## config.mk

```make
export PLATFORM = sky130hd
export DESIGN_NAME = cpcfg_top
export DESIGN_NICKNAME = d
export VERILOG_FILES = /design/src/verilog/cpcfg_pkg.sv /design/src/verilog/cpcfg_top.sv
export SDC_FILE = /design/constraint.sdc
export NUM_CORES = 1
export LEC_CHECK = 0
export ABC_AREA = 1
export BUFFER_PORTS_ARGS = -buffer_cell sky130_fd_sc_hd__buf_2
export CAP_MARGIN = 15
export CORE_MARGIN = 8
export CORE_UTILIZATION = 43
export DETAILED_ROUTE_END_ITERATION = 7
export GPL_TIMING_DRIVEN = 0
export PLACE_DENSITY_LB_ADDON = 0.08
export SYNTH_ARGS = -nofsm -noshare
export SYNTH_HDL_FRONTEND = slang
export SYNTH_SLANG_ARGS = --single-unit
```

## constraint.sdc

```tcl
create_clock -name sys_clk_in -period 5.48 [get_ports sys_clk_in]
set_input_delay 0.548 -clock sys_clk_in [delete_from_list [all_inputs] [get_ports sys_clk_in]]
set_output_delay 0.548 -clock sys_clk_in [all_outputs]
set_load 0.1 [all_outputs]
```

## src/verilog/cpcfg_pkg.sv

```systemverilog
package cpcfg_pkg;
	// register offsets
	localparam logic [9:0] CPCFG_LOOP_CTRL_ADDR = 10'h010;
	localparam logic [9:0] CPCFG_CAL_CTRL_ADDR = 10'h018;
	localparam logic [9:0] CPCFG_REF_EN_ADDR = 10'h01C;
	localparam logic [9:0] CPCFG_DIV_RATIO_ADDR = 10'h1E0;
	localparam logic [9:0] CPCFG_SRC_SEL_ADDR = 10'h1E1;
	localparam logic [9:0] CPCFG_UPDATE_ADDR = 10'h232;
	localparam logic [9:0] CPCFG_NV_CTRL_ADDR = 10'h3F0;
	localparam logic [9:0] CPCFG_STATUS_ADDR = 10'h3F1;
	// field positions
	localparam int CPCFG_POL_BIT = 7;
	localparam int CPCFG_CAL_BIT = 0;
	localparam int CPCFG_BYP_BIT = 0;
	localparam int CPCFG_SRC_BIT = 1;
	localparam int CPCFG_UPD_BIT = 0;
	localparam int CPCFG_NV_SAVE_BIT = 0;
	localparam int CPCFG_FIELD_LSB = 0;
	localparam int CPCFG_LOOP_MSB = 1;
	localparam int CPCFG_RATIO_MSB = 2;
	localparam int CPCFG_REF_MSB = 2;
	// loop power control codes
	localparam logic [1:0] CPCFG_LOOP_NORMAL = 2'h0;
	localparam logic [1:0] CPCFG_LOOP_PDOWN = 2'h1;
	// reset values
	localparam logic [7:0] CPCFG_LOOP_CTRL_RST = 8'h01;
	localparam logic [7:0] CPCFG_CAL_CTRL_RST = 8'h00;
	localparam logic [7:0] CPCFG_REF_EN_RST = 8'h00;
	localparam logic [7:0] CPCFG_DIV_RATIO_RST = 8'h00;
	localparam logic [7:0] CPCFG_SRC_SEL_RST = 8'h00;
	localparam logic [7:0] CPCFG_ZERO = 8'h00;
	// divider code to ratio map
	localparam logic [2:0] CPCFG_DIV_CODE_TWO = 3'h0;
	localparam logic [2:0] CPCFG_DIV_MAX = 3'h6;
	localparam logic [2:0] CPCFG_DIV_TWO = 3'h2;
	localparam int CPCFG_NREG = 5;
endpackage

```

## src/verilog/cpcfg_top.sv

```systemverilog
// Chosen here: the plain strobed port.
`timescale 1ns/10ps
// Contract
// - loop field 00 runs the loop normally, 01 powers it down.
// - source bit 1 selects internal oscillator, 0 selects external clock.
// - bypass bit 0 uses divider output, 1 passes source straight through.
// - reset gives loop off, ratio code 000, divider used, external clock.
// - calibrate bit set then update strobe starts oscillator calibration; the code starts it only when the active bit was 0.
// - polarity bit 0 positive, 1 negative.
// - external source with loop on keeps oscillator off, feeds prescaler.
// - configuration can be saved to nonvolatile store, restored at power-up.
// - reference inputs are disabled after power-up until enabled; the code restores saved enables from a valid store image.
module cpcfg_top
	import cpcfg_pkg::*;
#(
	parameter int ADDR_W = 10,
	parameter int DATA_W = 8
)
(
	input wire logic sys_clk_in,
	input wire logic reset_n_in,
	input wire logic [ADDR_W-1:0] reg_addr_in,
	input wire logic [DATA_W-1:0] reg_wdata_in,
	input wire logic reg_wr_in,
	input wire logic reg_rd_in,
	output logic [DATA_W-1:0] reg_rdata_out,
	output logic [1:0] loop_power_out,
	output logic loop_enable_out,
	output logic pfd_negative_out,
	output logic osc_select_out,
	output logic osc_power_out,
	output logic ext_to_prescaler_out,
	output logic div_bypass_out,
	output logic [2:0] div_ratio_out,
	output logic [2:0] ref_enable_out,
	output logic cal_start_out,
	output logic [DATA_W-1:0] nv_wdata_out,
	output logic [2:0] nv_waddr_out,
	output logic nv_we_out
);

	// staged registers
	logic [DATA_W-1:0] stg_loop_r;
	logic [DATA_W-1:0] stg_cal_r;
	logic [DATA_W-1:0] stg_ref_r;
	logic [DATA_W-1:0] stg_div_r;
	logic [DATA_W-1:0] stg_src_r;
	// active registers
	logic [DATA_W-1:0] act_loop_r;
	logic [DATA_W-1:0] act_cal_r;
	logic [DATA_W-1:0] act_ref_r;
	logic [DATA_W-1:0] act_div_r;
	logic [DATA_W-1:0] act_src_r;
	// nonvolatile store image
	logic [DATA_W-1:0] nv_mem_r [CPCFG_NREG];
	logic nv_valid_r;
	logic restore_done_r;
	logic [2:0] save_idx_r;
	logic saving_r;
	logic wr_upd;
	logic wr_save;
	logic [DATA_W-1:0] rdata_nxt;

	// maps a ratio code to the effective ratio
	function automatic logic [2:0] cpcfg_ratio(input logic [2:0] code);
		if (code == CPCFG_DIV_CODE_TWO || code > CPCFG_DIV_MAX)
			return CPCFG_DIV_TWO;
		return code;
	endfunction

	// address match helper
	function automatic logic cpcfg_hit(input logic [ADDR_W-1:0] a, input logic [9:0] r);
		return a == ADDR_W'(r);
	endfunction

	// loop power field decodes to normal operation
	function automatic logic cpcfg_loop_on(input logic [DATA_W-1:0] v);
		return v[CPCFG_LOOP_MSB:CPCFG_FIELD_LSB] == CPCFG_LOOP_NORMAL;
	endfunction

	assign wr_upd = reg_wr_in && cpcfg_hit(reg_addr_in, CPCFG_UPDATE_ADDR)
		&& reg_wdata_in[CPCFG_UPD_BIT];
	assign wr_save = reg_wr_in && cpcfg_hit(reg_addr_in, CPCFG_NV_CTRL_ADDR)
		&& reg_wdata_in[CPCFG_NV_SAVE_BIT] && !saving_r;

	// staging writes, held until update
	// staged writes only
	always_ff @(posedge sys_clk_in or negedge reset_n_in)
	begin
		if (!reset_n_in)
		begin
			stg_loop_r <= CPCFG_LOOP_CTRL_RST;
			stg_cal_r <= CPCFG_CAL_CTRL_RST;
			stg_ref_r <= CPCFG_REF_EN_RST;
			stg_div_r <= CPCFG_DIV_RATIO_RST;
			stg_src_r <= CPCFG_SRC_SEL_RST;
		end
		else if (!restore_done_r)
		begin
			if (nv_valid_r)
			begin
				stg_loop_r <= nv_mem_r[0];
				stg_cal_r <= nv_mem_r[1];
				stg_ref_r <= nv_mem_r[2];
				stg_div_r <= nv_mem_r[3];
				stg_src_r <= nv_mem_r[4];
			end
		end
		else if (reg_wr_in)
		begin
			if (cpcfg_hit(reg_addr_in, CPCFG_LOOP_CTRL_ADDR))
				stg_loop_r <= reg_wdata_in;
			if (cpcfg_hit(reg_addr_in, CPCFG_CAL_CTRL_ADDR))
				stg_cal_r <= reg_wdata_in;
			if (cpcfg_hit(reg_addr_in, CPCFG_REF_EN_ADDR))
				stg_ref_r <= reg_wdata_in;
			if (cpcfg_hit(reg_addr_in, CPCFG_DIV_RATIO_ADDR))
				stg_div_r <= reg_wdata_in;
			if (cpcfg_hit(reg_addr_in, CPCFG_SRC_SEL_ADDR))
				stg_src_r <= reg_wdata_in;
		end
	end

	// active copy on update, or restore from store
	// reset defaults
	always_ff @(posedge sys_clk_in or negedge reset_n_in)
	begin
		if (!reset_n_in)
		begin
			act_loop_r <= CPCFG_LOOP_CTRL_RST;
			act_cal_r <= CPCFG_CAL_CTRL_RST;
			act_ref_r <= CPCFG_REF_EN_RST;
			act_div_r <= CPCFG_DIV_RATIO_RST;
			act_src_r <= CPCFG_SRC_SEL_RST;
		end
		else if (!restore_done_r)
		begin
			if (nv_valid_r)
			begin
				act_loop_r <= nv_mem_r[0];
				act_cal_r <= nv_mem_r[1];
				act_ref_r <= nv_mem_r[2];
				act_div_r <= nv_mem_r[3];
				act_src_r <= nv_mem_r[4];
			end
		end
		else if (wr_upd)
		begin
			act_loop_r <= stg_loop_r;
			act_cal_r <= stg_cal_r;
			act_ref_r <= stg_ref_r;
			act_div_r <= stg_div_r;
			act_src_r <= stg_src_r;
		end
	end

	// restore runs once, first cycle after reset release
	// blocks staged writes and update strobes while the stored words are copied
	always_ff @(posedge sys_clk_in or negedge reset_n_in)
	begin
		if (!reset_n_in)
			restore_done_r <= 1'b0;
		else
			restore_done_r <= 1'b1;
	end

	// nonvolatile store: survives reset_n_in, cleared never by it
	// save sequence
	always_ff @(posedge sys_clk_in)
	begin
		if (saving_r)
			nv_mem_r[save_idx_r] <= nv_wdata_out;
	end

	// save sequencer walks the active registers
	always_ff @(posedge sys_clk_in or negedge reset_n_in)
	begin
		if (!reset_n_in)
		begin
			saving_r <= 1'b0;
			save_idx_r <= 3'h0;
		end
		else if (wr_save)
		begin
			saving_r <= 1'b1;
			save_idx_r <= 3'h0;
		end
		else if (saving_r)
		begin
			if (save_idx_r == 3'(CPCFG_NREG - 1))
				saving_r <= 1'b0;
			else
				save_idx_r <= save_idx_r + 3'h1;
		end
	end

	// store valid flag, power-on cleared only by the store itself
	// no reset: the store image must outlive reset_n_in
	always_ff @(posedge sys_clk_in)
	begin
		if (saving_r && save_idx_r == 3'(CPCFG_NREG - 1))
			nv_valid_r <= 1'b1;
		else if (nv_valid_r !== 1'b1)
			nv_valid_r <= 1'b0;
	end

	// store write port mirrors
	always_ff @(posedge sys_clk_in or negedge reset_n_in)
	begin
		if (!reset_n_in)
		begin
			nv_wdata_out <= CPCFG_ZERO;
			nv_waddr_out <= 3'h0;
			nv_we_out <= 1'b0;
		end
		else
		begin
			nv_we_out <= wr_save || (saving_r && save_idx_r != 3'(CPCFG_NREG - 1));
			nv_waddr_out <= wr_save ? 3'h0 : save_idx_r + 3'h1;
			case (wr_save ? 3'h0 : save_idx_r + 3'h1)
				3'h0: nv_wdata_out <= act_loop_r;
				3'h1: nv_wdata_out <= act_cal_r;
				3'h2: nv_wdata_out <= act_ref_r;
				3'h3: nv_wdata_out <= act_div_r;
				3'h4: nv_wdata_out <= act_src_r;
				default: nv_wdata_out <= CPCFG_ZERO;
			endcase
		end
	end

	// read mux returns staged values and status
	always_comb
	begin
		rdata_nxt = CPCFG_ZERO;
		if (reg_addr_in == ADDR_W'(CPCFG_LOOP_CTRL_ADDR))
			rdata_nxt = stg_loop_r;
		else if (reg_addr_in == ADDR_W'(CPCFG_CAL_CTRL_ADDR))
			rdata_nxt = stg_cal_r;
		else if (reg_addr_in == ADDR_W'(CPCFG_REF_EN_ADDR))
			rdata_nxt = stg_ref_r;
		else if (reg_addr_in == ADDR_W'(CPCFG_DIV_RATIO_ADDR))
			rdata_nxt = stg_div_r;
		else if (reg_addr_in == ADDR_W'(CPCFG_SRC_SEL_ADDR))
			rdata_nxt = stg_src_r;
		else if (reg_addr_in == ADDR_W'(CPCFG_STATUS_ADDR))
			rdata_nxt = {3'h0, saving_r, nv_valid_r, act_src_r[CPCFG_SRC_BIT],
				act_loop_r[CPCFG_LOOP_MSB:CPCFG_FIELD_LSB]};
	end

	// read data register, one cycle later
	always_ff @(posedge sys_clk_in or negedge reset_n_in)
	begin
		if (!reset_n_in)
			reg_rdata_out <= CPCFG_ZERO;
		else if (reg_rd_in)
			reg_rdata_out <= rdata_nxt;
		else
			reg_rdata_out <= CPCFG_ZERO;
	end

	// calibration start pulse when an update raises the active calibrate bit
	// only a 0-to-1 step of the active bit fires, hence the clear first
	// calibrate on update
	always_ff @(posedge sys_clk_in or negedge reset_n_in)
	begin
		if (!reset_n_in)
			cal_start_out <= 1'b0;
		else
			cal_start_out <= restore_done_r && wr_upd && stg_cal_r[CPCFG_CAL_BIT]
				&& !act_cal_r[CPCFG_CAL_BIT];
	end

	// loop power, enable and detector polarity
	// defaults shown in reset
	always_ff @(posedge sys_clk_in or negedge reset_n_in)
	begin
		if (!reset_n_in)
		begin
			loop_power_out <= CPCFG_LOOP_PDOWN;
			loop_enable_out <= 1'b0;
			pfd_negative_out <= 1'b0;
		end
		else
		begin
			loop_power_out <= act_loop_r[CPCFG_LOOP_MSB:CPCFG_FIELD_LSB];
			loop_enable_out <= cpcfg_loop_on(act_loop_r);
			pfd_negative_out <= act_loop_r[CPCFG_POL_BIT];
		end
	end

	// source routing and oscillator power
	always_ff @(posedge sys_clk_in or negedge reset_n_in)
	begin
		if (!reset_n_in)
		begin
			osc_select_out <= 1'b0;
			osc_power_out <= 1'b0;
			ext_to_prescaler_out <= 1'b0;
			div_bypass_out <= 1'b0;
		end
		else
		begin
			osc_select_out <= act_src_r[CPCFG_SRC_BIT];
			osc_power_out <= act_src_r[CPCFG_SRC_BIT];
			ext_to_prescaler_out <= !act_src_r[CPCFG_SRC_BIT]
				&& cpcfg_loop_on(act_loop_r);
			div_bypass_out <= act_src_r[CPCFG_BYP_BIT];
		end
	end

	// divider ratio and reference enables
	always_ff @(posedge sys_clk_in or negedge reset_n_in)
	begin
		if (!reset_n_in)
		begin
			div_ratio_out <= CPCFG_DIV_TWO;
			ref_enable_out <= 3'h0;
		end
		else
		begin
			div_ratio_out <= cpcfg_ratio(act_div_r[CPCFG_RATIO_MSB:CPCFG_FIELD_LSB]);
			ref_enable_out <= act_ref_r[CPCFG_REF_MSB:CPCFG_FIELD_LSB];
		end
	end

endmodule

```

* Yosys cells after proc, flatten, opt, wreduce, memory -nomap -nowiden
Memory sizes are Yosys's and may differ from the RTL's.
Index checks and enable logic that the tools add are counted.
** Storage, ports and cells
- Memory bits (writable) :: 40
- Register bits :: 120
- Bits of input ports :: 22
- Output and inout bits :: 35
- Logic and storage cells :: 131
- Memories kept :: 1
** Memory list
- nv_mem_r :: depth 5, bits a word 8, rd ports 5, clocked after memory_dff 0, wr ports 1, line cpcfg_top.sv:55 : logic [DATA_W-1:0] nv_mem_r [CPCFG_NREG];
** Operators by class
- Reductions and logical operators :: 28
- Mux-type cells :: 50
- Equality and inequality tests :: 23
- Magnitude comparators :: 1
- $add $sub $neg :: 1
** Operators by type and width (count)
- $mux W8 :: 36
- $pmux W8 S5 :: 1
- $eq A10 B10 Y1 const B :: 3
- $eq A10 B5 Y1 const B :: 3
- $eq A10 B9 Y1 const B :: 2
- $mux W3 :: 6
- $reduce_and A3 Y1 :: 5
- $ne A2 B1 Y1 const B :: 6
- $logic_and A1 B1 Y1 :: 11
- $eq A3 B2 Y1 const B :: 2
- $eq A3 B3 Y1 const B :: 2
- $logic_not A3 Y1 :: 2
- $mux W1 :: 6
- $mux W5 :: 1
- $ne A2 B2 Y1 const B :: 2
- $reduce_and A2 Y1 :: 2
- $reduce_bool A2 Y1 :: 2
- $add A3 B1 Y3 const B :: 1
- $eq A3 B1 Y1 const B :: 1
- $gt A3 B3 Y1 const B :: 1
- $logic_not A1 Y1 :: 3
- $ne A3 B3 Y1 const B :: 1
- $logic_not A2 Y1 :: 1
- $logic_or A1 B1 Y1 :: 2
- $nex A1 B1 Y1 const B :: 1

* Logic depth before layout (Yosys ltp)
Gate-level depths: netlist of run 1.
- Depth in word-level cells :: 8
- Gate-level depth with buffers :: 11

* Least setup slack after synthesis of run 1
OpenSTA, ideal clock, no wires.
- Path type :: register -> register
- Start :: register, netlist name nv_we_out
- End :: memory nv_mem_r[1][0] (enable)
- Buffers on the path :: 0
- Data arrival time :: 1.853 ns
- Cell stages (with the launch flop) :: 3
- Library setup time :: 0.383 ns
- Slack :: 3.243 ns
- Cell sequence :: dfrtp_1 > inv_1 > nor3_1
** RTL lines (line)
- end: declaration :: cpcfg_top.sv:55

* Worst setup path after layout of run 1
- Start :: register save_idx_r[0]
- End :: register nv_wdata_out[4]
** Between the ends
- Longest elaborated chain between the ends :: 4
** Ends and longest elaborated chain
- start: declaration :: line cpcfg_top.sv:58 : logic [2:0] save_idx_r;
- start signal: assignment :: line cpcfg_top.sv:193 : save_idx_r <= save_idx_r + 3'h1;
- $add A3 B1 Y3 (*) :: line cpcfg_top.sv:220 : case (wr_save ? 3'h0 : save_idx_r + 3'h1)
- $mux W3 (*) :: line cpcfg_top.sv:220
- $eq A3 B3 Y1 (tied with other cells) :: line cpcfg_top.sv:220
- $pmux W8 S5 (*) :: line cpcfg_top.sv:220
- end signal: assignment :: line cpcfg_top.sv:221 : 3'h0: nv_wdata_out <= act_loop_r;
- end signal: assignment :: line cpcfg_top.sv:222 : 3'h1: nv_wdata_out <= act_cal_r;
- end signal: assignment :: line cpcfg_top.sv:223 : 3'h2: nv_wdata_out <= act_ref_r;
- end: declaration :: line cpcfg_top.sv:37 : output logic [DATA_W-1:0] nv_wdata_out,
Mark *: on every way between the ends. The rest lies on a longest branch, timed or not.
A chain may end at the register's enable or synchronous reset.

==> metrics.txt, run 1 <==
total routed wirelength=21600 um; PortBufs=56; Avg WL per Cell=approximately 20 um; Worst Setup Path Type=reg2reg; post_cts resized=0; Synth Register Bits=159; syn_nets=~770; Syn Inst Count=749; root buffer cell=clkbuf_16; Post-synth EDFFs=40; Clk network pwr share=30.8%; gr usage total=21.8%; most common cell in the netlist=nand2_1; sequential share of power=a little over two fifths; via count=5665; Most flops, register=nv_mem_r; RSZ-0062 raised after global routing=no; total CTS buffers=17; CP Launch Type=flip-flop; Int Pwr=2110 uW; Die Area=0.0207 mm^2; top_reg_cell synth=dfrtp_1; Sink Count=approximately 160; Max Cap Viol=0; skew final=0.0130 ns; worst min path class=reg2reg; sequential area share after synthesis=59.5%; diode count=0; Initial DRC Count=approximately 530; Clk pin slew, worst setup/hold paths=0.06 ns; share of cells above drive strength 1=between 10% and 20%; Post-CTS Setup Inserts=0; first-pass GRT wire length=32900 um; Worst-Margin Slew=1.03 ns; gr ovfl total=0; fin crit share=49.7%; Leak=0.00366 uW; share of the synthesized area in the top cell type=40.6%; Tmin final=2.73 ns; overall power=3430 uW; TNS Setup=0 ns; switching pwr=1320 uW; H-tree levels=4; Vias/cell=between 5 and 6; final-layout fill cell count=1495; max reg flops=40; DR DRC count=0; asr flop ratio synth=74.2%; initial antenna violation count=0; Avg Cell Area, Syn=9.37 um^2; f_max=around 0.37 GHz; num ports=57; CP max FO=10; Max-slew headroom=31.1%; pin count of the biggest net entering global routing=91; Final Setup Violations=0; status=finished clean; starting density of the core=44.0%; top cells by count, synth=180 x nand2_1, 123 x nor2_1, 114 x dfrtp_1; VDD IR max=413 uV; Area Growth Syn to Fin=16.1%; power per cell area=420 mW/mm^2; Final HPWL DP=16400 um; CTS tree=built; Die Height=roughly 140 um; Area contributors post-synth=dfrtp_1 41%, edfxtp_1 17%, nand2_1 9.6%; Setup crit end kind=flip-flop; fin. max-slew vios=0; Comb pwr share=27.1%; unique cell type count in the Yosys netlist=36; final RePlAce weighted congestion=0.991; Syn Std Cell Area=between 0.007 and 0.008 mm^2; Hold Fails Final Rpt=0; CTS hold repair buffers=1; buffer levels on the longest clock path=2; DIE WIDTH=144 um; top cell type by total area after synthesis=dfrtp_1; Final ANT Viol Nets=0; Pre-antenna DRT Iters=5; number of global-route vias before repair=5393; worst path arrival time=3.08 ns; switching part of the total=38.5%; cell row count=46; core box area=0.0159 mm^2; Nets=between 800 and 900; Skew-Pair Late Insertion Delay=0.43 ns; Crit path required time=5.83 ns; Syn. warnings=0
==> worst paths after layout <==
| check | from | slack, ns | to | depth (start not counted) |
|---|---|---|---|---|
| min in group asynchronous | reset_n_in | 0.57 | restore_done_r$_DFF_PN0_ | 2 |
| max in group asynchronous | reset_n_in | 4.16 | loop_power_out[0]$_DFF_PN1_ | 3 |
| max reg2reg | save_idx_r[0]$_DFFE_PN0P_ | 2.75 | nv_wdata_out[4]$_DFF_PN0_ | 8 |
| min reg2reg | act_ref_r[2]$_DFFE_PN0P_ | 0.40 | ref_enable_out[2]$_DFF_PN0_ | 0 |
| min | act_ref_r[2]$_DFFE_PN0P_ | 0.40 | ref_enable_out[2]$_DFF_PN0_ | 0 |
| max | save_idx_r[0]$_DFFE_PN0P_ | 2.75 | nv_wdata_out[4]$_DFF_PN0_ | 8 |
==> worst max-delay path, cell delays in order, from the launching register on <==
cell     delay (ns)
dfrtp_1        0.47
inv_1          0.18
buf_1          0.40
ha_1           0.39
o31ai_2        0.73
nand2_1        0.21
nand2_1        0.13
nor2_1         0.04
nand2_1        0.09
==> power by group through the flow <==
| stage | logic [uW] | clock network (uW) | registers, uW |
|---|---|---|---|
| final | 928 | 1050 | 1440 |
| after global placement | 926 | 0 | 1470 |
| after CTS | 932 | 1070 | 1450 |
| after global routing | 995 | 1120 | 1460 |
| after floorplan | 362 | 0 | 1730 |
| after detailed placement | 922 | 0 | 1470 |
==> layer usage <==
metal / GRT usage, % / vias to the layer above / part of all wire, %
met5: 0 / - / 0
met2: 31.6 / 284 / 43
met1: 30.4 / 2690 / 45
met4: 9.80 / 0 / 3.1
li1: - / 2652 / -
met3: 5.04 / 39 / 9.3
==> cell usage in the layout, fill, tap and decap left out, drive strengths merged, types with 2 or more instances in the layout <==
cell      count
clkbuf       28
inv          66
dfstp         4
nor2        137
clkinvlp      2
dfrtp       114
ha            2
nand4        12
edfxtp       40
a31oi        71
nand3b        2
o21ai        44
buf          76
nand2       185
nor3          5
nand3        23
clkinv       11
a21oi        12
==> per-stage QoR <==
step | setup slack, ns | util, % | std cells | hold WS, ns | instance area, um^2
finish | 2.75 | 51.1 | 1057 | 0.405 | 8150
global route | 2.61 | 51.1 | 1057 | 0.431 | 8150
CTS | 2.73 | 51.1 | 1056 | 0.407 | 8140
detailed placement | 2.77 | 47.7 | 1023 | 0.392 | 7610
global placement | 2.41 | 47.5 | 1021 | 0.390 | 7570
floorplan | 3.24 | - | 749 | 0.252 | 7020
==> kinds of logic after synthesis <==
logic type | after synthesis | synth area share (%)
buffers and inverters | 92 | 5.83
DFF | 159 | 59.5
other | 1 | 0.0534
AOI/OAI and AO/OA | 130 | 11.8
and+or+nand+nor | 365 | 22.4
adders and majority gates | 2 | 0.357
==> area by class of cell <==
| class | count | area [um^2] | share of cell area, % |
|---|---|---|---|
| clock inverters | 14 | 96.3 | 1.18 |
| flip-flops and latches | 159 | 4180 | 51.3 |
| multi-input cells | 498 | 2430 | 29.8 |
| repair buffers | 60 | 337 | 4.13 |
| plain buffers | 27 | 163 | 2.00 |
| clock buffers | 18 | 429 | 5.27 |
| inverters | 65 | 246 | 3.02 |
| well taps | 216 | 270 | 3.32 |
Note: power is estimated with default switching activity, not from simulation.
==> inputs of run 2 (changes only) <==
Settings changed: ABC_AREA 1 to 0.
Clock period 5.48 ns to 2.6 ns, I/O delays scaled along.
==> run 2 against run 1 <==
Against the previous run: cell count down 12%; via count shrank 9.8%; synthesized cell count shrank 18%; critical path type unchanged.
==> metrics.txt, run 2 <==
status=finished clean; syn_nets=637; Final Setup Violations=0; switching pwr=1940 uW; Hold Path Stages=3; Nets=~720; fin cells=926; top_reg_cell synth=dfrtp_1; Max-slew headroom=32.3%; unique cell type count in the Yosys netlist=54; skew final=0.00927 ns; Max Cap Viol=0; hold path startpoint=reg_rd_in; gr usage total=between 10% and 20%; f_max=0.407 GHz; TNS Setup=0 ns; register-to-register setup slack=0.14 ns; Sink Count=around 160; total CTS buffers=17; worst path arrival time=about 2.7 ns; sequential share of power=roughly 44%; power per cell area=741 mW/mm^2; worst r2r src=restore_done_r$_DFF_PN0_; Crit path required time=2.87 ns; initial antenna violation count=0; share of the synthesized area in the top cell type=~40%; Final WS setup=0.142 ns; worst hold path endpoint=reg_rdata_out[5]$_DFF_PN0_; CP max FO=10; Worst Setup Path Type=reg2reg; fin. max-slew vios=0; Worst R2R End=stg_loop_r[3]$_DFFE_PN0P_; Area Growth Syn to Fin=16.8%; Post-CTS Setup Inserts=0; Final HPWL DP=14700 um; worst min path class=in2reg; Clk pin slew, worst setup/hold paths=0.06 ns; final RePlAce weighted congestion=0.852; switching part of the total=30.9%; Syn. warnings=0; r2r worst-path depth=5; RSZ-0062 raised after global routing=no; Vias/cell=5.52; H-tree levels=4; Clk network pwr share=between 30% and 40%; Skew-Pair Late Insertion Delay=0.43 ns; Setup crit end kind=flip-flop; Pre-antenna DRT Iters=5; DP Worst Slack=-0.325 ns; Most flops, register=nv_mem_r; pin count of the biggest net entering global routing=94; number of global-route vias before repair=a little over 5000; Leak=0.00406 uW; DIE WIDTH=about 150 um; CTS tree=built; PortBufs=56; core box area=about 0.017 mm^2; num ports=between 50 and 60; Initial DRC Count=436; Hold Fails Final Rpt=0; first-pass GRT wire length=31500 um; Avg WL per Cell=around 22 um; Tmin final=2.46 ns; Comb pwr share=18.2%; fin crit share=94.5%; gr ovfl total=0; commonest non-fill, non-tap cell in the layout=nand2_1; Die Area=~0.021 mm^2; total routed wirelength=20300 um; buffer levels on the longest clock path=2; VDD IR max=862 uV; Syn Inst Count=613; asr flop ratio synth=around 74%; Area contributors post-synth=dfrtp_1 39%, edfxtp_1 17%, mux2_2 13%; cell row count=47; most frequent cells in the layout=124 x nand2_1, 114 x dfrtp_1, 85 x mux2_2, 61 x buf_2, 40 x edfxtp_1; Avg Cell Area, Syn=11.8 um^2; DR DRC count=0; diode count=0; sequential area share after synthesis=57.6%; max reg flops=40; most common cell in the netlist=nand2_1; Synth Register Bits=159; starting density of the core=43.9%; Int Pwr=4340 uW; top cell type by total area after synthesis=dfrtp_1; Die Height=146 um; Critical Path Start=restore_done_r$_DFF_PN0_; Final ANT Viol Nets=0; share of cells above drive strength 1=~29%; top cells by count, synth=124 x nand2_1, 114 x dfrtp_1, 85 x mux2_2; CP Launch Type=flip-flop; Worst-Margin Slew=1.01 ns; DP Cell Count=894; via count=around 5100; Syn Std Cell Area=0.00725 mm^2; root buffer cell=clkbuf_16; Post-synth EDFFs=40
==> run 2: cell families (layout without fill, tap and decap cells) <==
| kind of cell | Yosys count | in the layout | share of synthesized area (%) |
|---|---|---|---|
| other cells | 1 | 1 | 0.0517 |
| simple gates | 236 | 236 | 16.0 |
| compound gates | 75 | 75 | 7.88 |
| flops | 159 | 159 | 57.6 |
| fa+ha+maj | 2 | 2 | 0.345 |
| xor+xnor | 3 | 3 | 0.362 |
| mux | 104 | 104 | 15.8 |
| buf+inv | 33 | 126 | 1.97 |
==> run 2: worst max-delay path by stage <==
stage	to	slack, ns	cells past startpoint
finish	stg_loop_r[3]$_DFFE_PN0P_	0.14	5
global placement	nv_mem_r[1][7]$_DFFE_PP_	-0.65	3
detailed placement	nv_wdata_out[4]$_DFF_PN0_	-0.32	8
global route	stg_loop_r[3]$_DFFE_PN0P_	0.01	5
floorplan	nv_mem_r[0][0]$_DFFE_PP_	0.04	2
CTS	nv_wdata_out[4]$_DFF_PN0_	0.008	7
==> run 2: layout make-up <==
class | count | area, um^2
repair buffers | 62 | 354
plain buffers | 29 | 129
clock inverters | 10 | 85.1
inverters | 3 | 11.3
flip-flops and latches | 159 | 4180
multi-input cells | 421 | 2970
clock buffers | 22 | 474
fillers | 1495 | 8050
well taps | 220 | 275
==> run 2: metal layers <==
| metal | global-route usage (%) | wire (um) | up-vias | part of all wire [%] |
|---|---|---|---|---|
| li1 | - | - | 2341 | - |
| met1 | 28.5 | 9780 | 2559 | 48 |
| met2 | 27.7 | 8630 | 174 | 43 |
| met3 | 4.42 | 1320 | 35 | 6.5 |
| met4 | 7.50 | 533 | 0 | 2.6 |
| met5 | 0 | 0 | - | 0 |
==> run 2: worst max-delay path, stage by stage (launching register included) <==
cell and delay [ns]:
dfrtp_1 0.37, clkbuf_1 0.34, clkbuf_1 0.50, buf_1 0.70, mux2i_1 0.27, o21ai_0 0.10
==> run 2: power groups by stage <==
stage | registers [uW] | clock network, uW | logic (uW)
2_1_floorplan | 3040 | 0 | 510
3_3_place_gp | 2800 | 0 | 1110
3_5_place_dp | 2810 | 0 | 1130
4_1_cts | 2760 | 2410 | 1140
5_1_grt | 2780 | 2510 | 1220
6_report | 2770 | 2370 | 1140
==> run 2: timing repair <==
item / 4_1_cts / 5_1_grt
hold endpoints to repair: 25 / 0
setup endpoints to repair: 10 / 8
resized for setup: 1 / 2
cloned: 0 / 0
hold buffers: 1 / 0
==> run 2: per-stage QoR <==
stage | cell area, um^2 | total power, uW | util, % | hold slack (ns)
final | 8470 | 6280 | 51.3 | 0.149
after global placement | 7810 | 3910 | 47.3 | 0.386
after global routing | 8470 | 6510 | 51.3 | 0.155
after CTS | 8470 | 6320 | 51.3 | 0.135
after detailed placement | 7900 | 3940 | 47.8 | 0.139
after floorplan | 7250 | 3550 | - | -0.0356
==> inputs of run 3 (changes only) <==
Settings changed: BUFFER_PORTS_ARGS -buffer_cell sky130_fd_sc_hd__buf_2 to not set, DONT_BUFFER_PORTS set to 1.
==> run 3 against run 2 <==
Against the previous run: the flow now finishes with violations (hold timing); die area stayed put; clock skew is 0.011 ns higher; power is 2.1% higher; wire length is 0.89% higher; cell count is 6.2% lower; design area is 2.8% lower; sequential share of layout area is 1.5 points higher; clock-buffer cell count is 2 higher; register-to-register slack hardly changed; non-clock buffer count is 57 lower; flip-flop and latch count stayed put; critical path type unchanged.
==> metrics.txt, run 3 (synthesis results as in run 2) <==
f_max=0.407 GHz; CTS tree=built; gr usage total=19.9%; switching pwr=1870 uW; PortBufs=0; power per cell area=779 mW/mm^2; fin. max-slew vios=0; via count=~5000; Worst Setup Path Type=reg2reg; Int Pwr=4540 uW; final RePlAce weighted congestion=0.830; number of global-route vias before repair=4970; Area Growth Syn to Fin=13.5%; Most flops, register=nv_mem_r; num ports=57; root buffer cell=clkbuf_16; Sink Count=159; worst hold margin=-0.477 ns; cell row count=47; total CTS buffers=17; Avg WL per Cell=23.5 um; initial antenna violation count=0; Comb pwr share=a little under an eighth; TNS Setup=0 ns; pin count of the biggest net entering global routing=119; Clk pin slew, worst setup/hold paths=0.07 ns; sequential share of power=between 40% and 50%; worst min path class=in2async; CTS hold repair buffers=1; status=complete, but fails checks; DR DRC count=0; Worst-Margin Slew=1.21 ns; most frequent cells in the layout=124 x nand2_1, 113 x dfrtp_1, 85 x mux2_2, 40 x edfxtp_1, 35 x nand2b_1; Setup crit end kind=flip-flop; CP max FO=10; Post-CTS Setup Inserts=0; skew final=0.0198 ns; total routed wirelength=20400 um; Die Area=0.0213 mm^2; VDD IR max=597 uV; Crit path required time=roughly 2.9 ns; Die Height=146 um; core box area=0.0165 mm^2; max reg flops=40; DIE WIDTH=around 150 um; Final HPWL DP=14500 um; Leak=0.00382 uW; fin crit share=94.5%; buffer levels on the longest clock path=2; failing checks=hold timing; switching part of the total=29.2%; first-pass GRT wire length=31800 um; H-tree levels=4; Hold Fails Final Rpt=118; diode count=0; Pre-antenna DRT Iters=7; Final Setup Violations=0; Tmin final=2.46 ns; Vias/cell=~5.7; starting density of the core=43.9%; Clk network pwr share=40.9%; CP Launch Type=flip-flop; commonest non-fill, non-tap cell in the layout=nand2_1; share of cells above drive strength 1=23.0%; Skew-Pair Late Insertion Delay=between 0.4 and 0.5 ns; Max Cap Viol=0; Max-slew headroom=18.4%; gr ovfl total=0; RSZ-0062 raised after global routing=no; Layout Utilization=49.8%; Nets=660; Final ANT Viol Nets=0; Initial DRC Count=391; worst path arrival time=roughly 2.8 ns
run 3: changes by cell type in the layout (fill, tap and decap cells not counted), sizes merged:
cell | previous run | this run
clkinvlp | 1 | 0
clkbuf | 40 | 42
inv | 4 | 5
clkinv | 7 | 4
buf | 72 | 15
bufinv | 1 | 2
run 3: worst paths after layout:
kind,startpoint,endpoint,slack (ns),cells after the start
max,nv_we_out$_DFF_PN0_,nv_wdata_out[7]$_DFF_PN0_,0.14,5
min,reset_n_in,act_loop_r[3]$_DFFE_PN0P_,-0.48,0
max reg2reg,nv_we_out$_DFF_PN0_,nv_wdata_out[7]$_DFF_PN0_,0.14,5
min reg2reg,act_ref_r[2]$_DFFE_PN0P_,ref_enable_out[2]$_DFF_PN0_,0.42,0
max in group asynchronous,reset_n_in,act_loop_r[0]$_DFFE_PN1P_,2.86,0
min in group sys_clk_in,reg_wr_in,cal_start_out$_DFF_PN0_,0.02,2
run 3: per-stage QoR:
| step | instance area [um^2] | cells | setup WS, ns | total power (uW) |
|---|---|---|---|---|
| floorplan | 7250 | 613 | 0.0398 | 3550 |
| global placement | 7530 | 833 | -1.03 | 3810 |
| detailed placement | 7590 | 837 | -0.410 | 3830 |
| CTS | 8230 | 869 | 0.0826 | 6470 |
| global route | 8230 | 869 | 0.0250 | 6650 |
| finish | 8230 | 869 | 0.142 | 6410 |
run 3: power groups by stage:
| stage | Combinational (uW) | Sequential [uW] | Clock (uW) |
|---|---|---|---|
| global placement | 731 | 3070 | 0 |
| global route | 831 | 3050 | 2770 |
| floorplan | 510 | 3040 | 0 |
| finish | 761 | 3030 | 2620 |
| detailed placement | 753 | 3080 | 0 |
| CTS | 766 | 3030 | 2670 |
run 3: critical path: stages (launching register included):
cell	delay, ns
dfrtp_4	0.65
and3b_1	0.29
nand4_1	0.57
clkbuf_1	0.46
mux2i_1	0.23
o211ai_1	0.11
run 3: cell type report:
type                    instances  area (um^2)
fillers                      1451         8290
flip-flops and latches        159         4180
multi-input cells             421         2970
clock buffers                  24          536
well taps                     220          275
plain buffers                  29          129
clock inverters                 8         95.1
repair buffers                  5         40.0
inverters                       3         11.3
run 3: metal layers:
| layer | track usage, % | wire length (um) |
|---|---|---|
| met1 | 28.9 | 9780 |
| met5 | 0 | 0 |
| met4 | 7.08 | 415 |
| met3 | 4.88 | 1450 |
| met2 | 28.2 | 8800 |
run 3: what timing repair did:
action	4_1_cts	5_1_grt
endpoints found under the hold margin	124	118
setup endpoints to repair	38	1
gates resized for setup	3	1
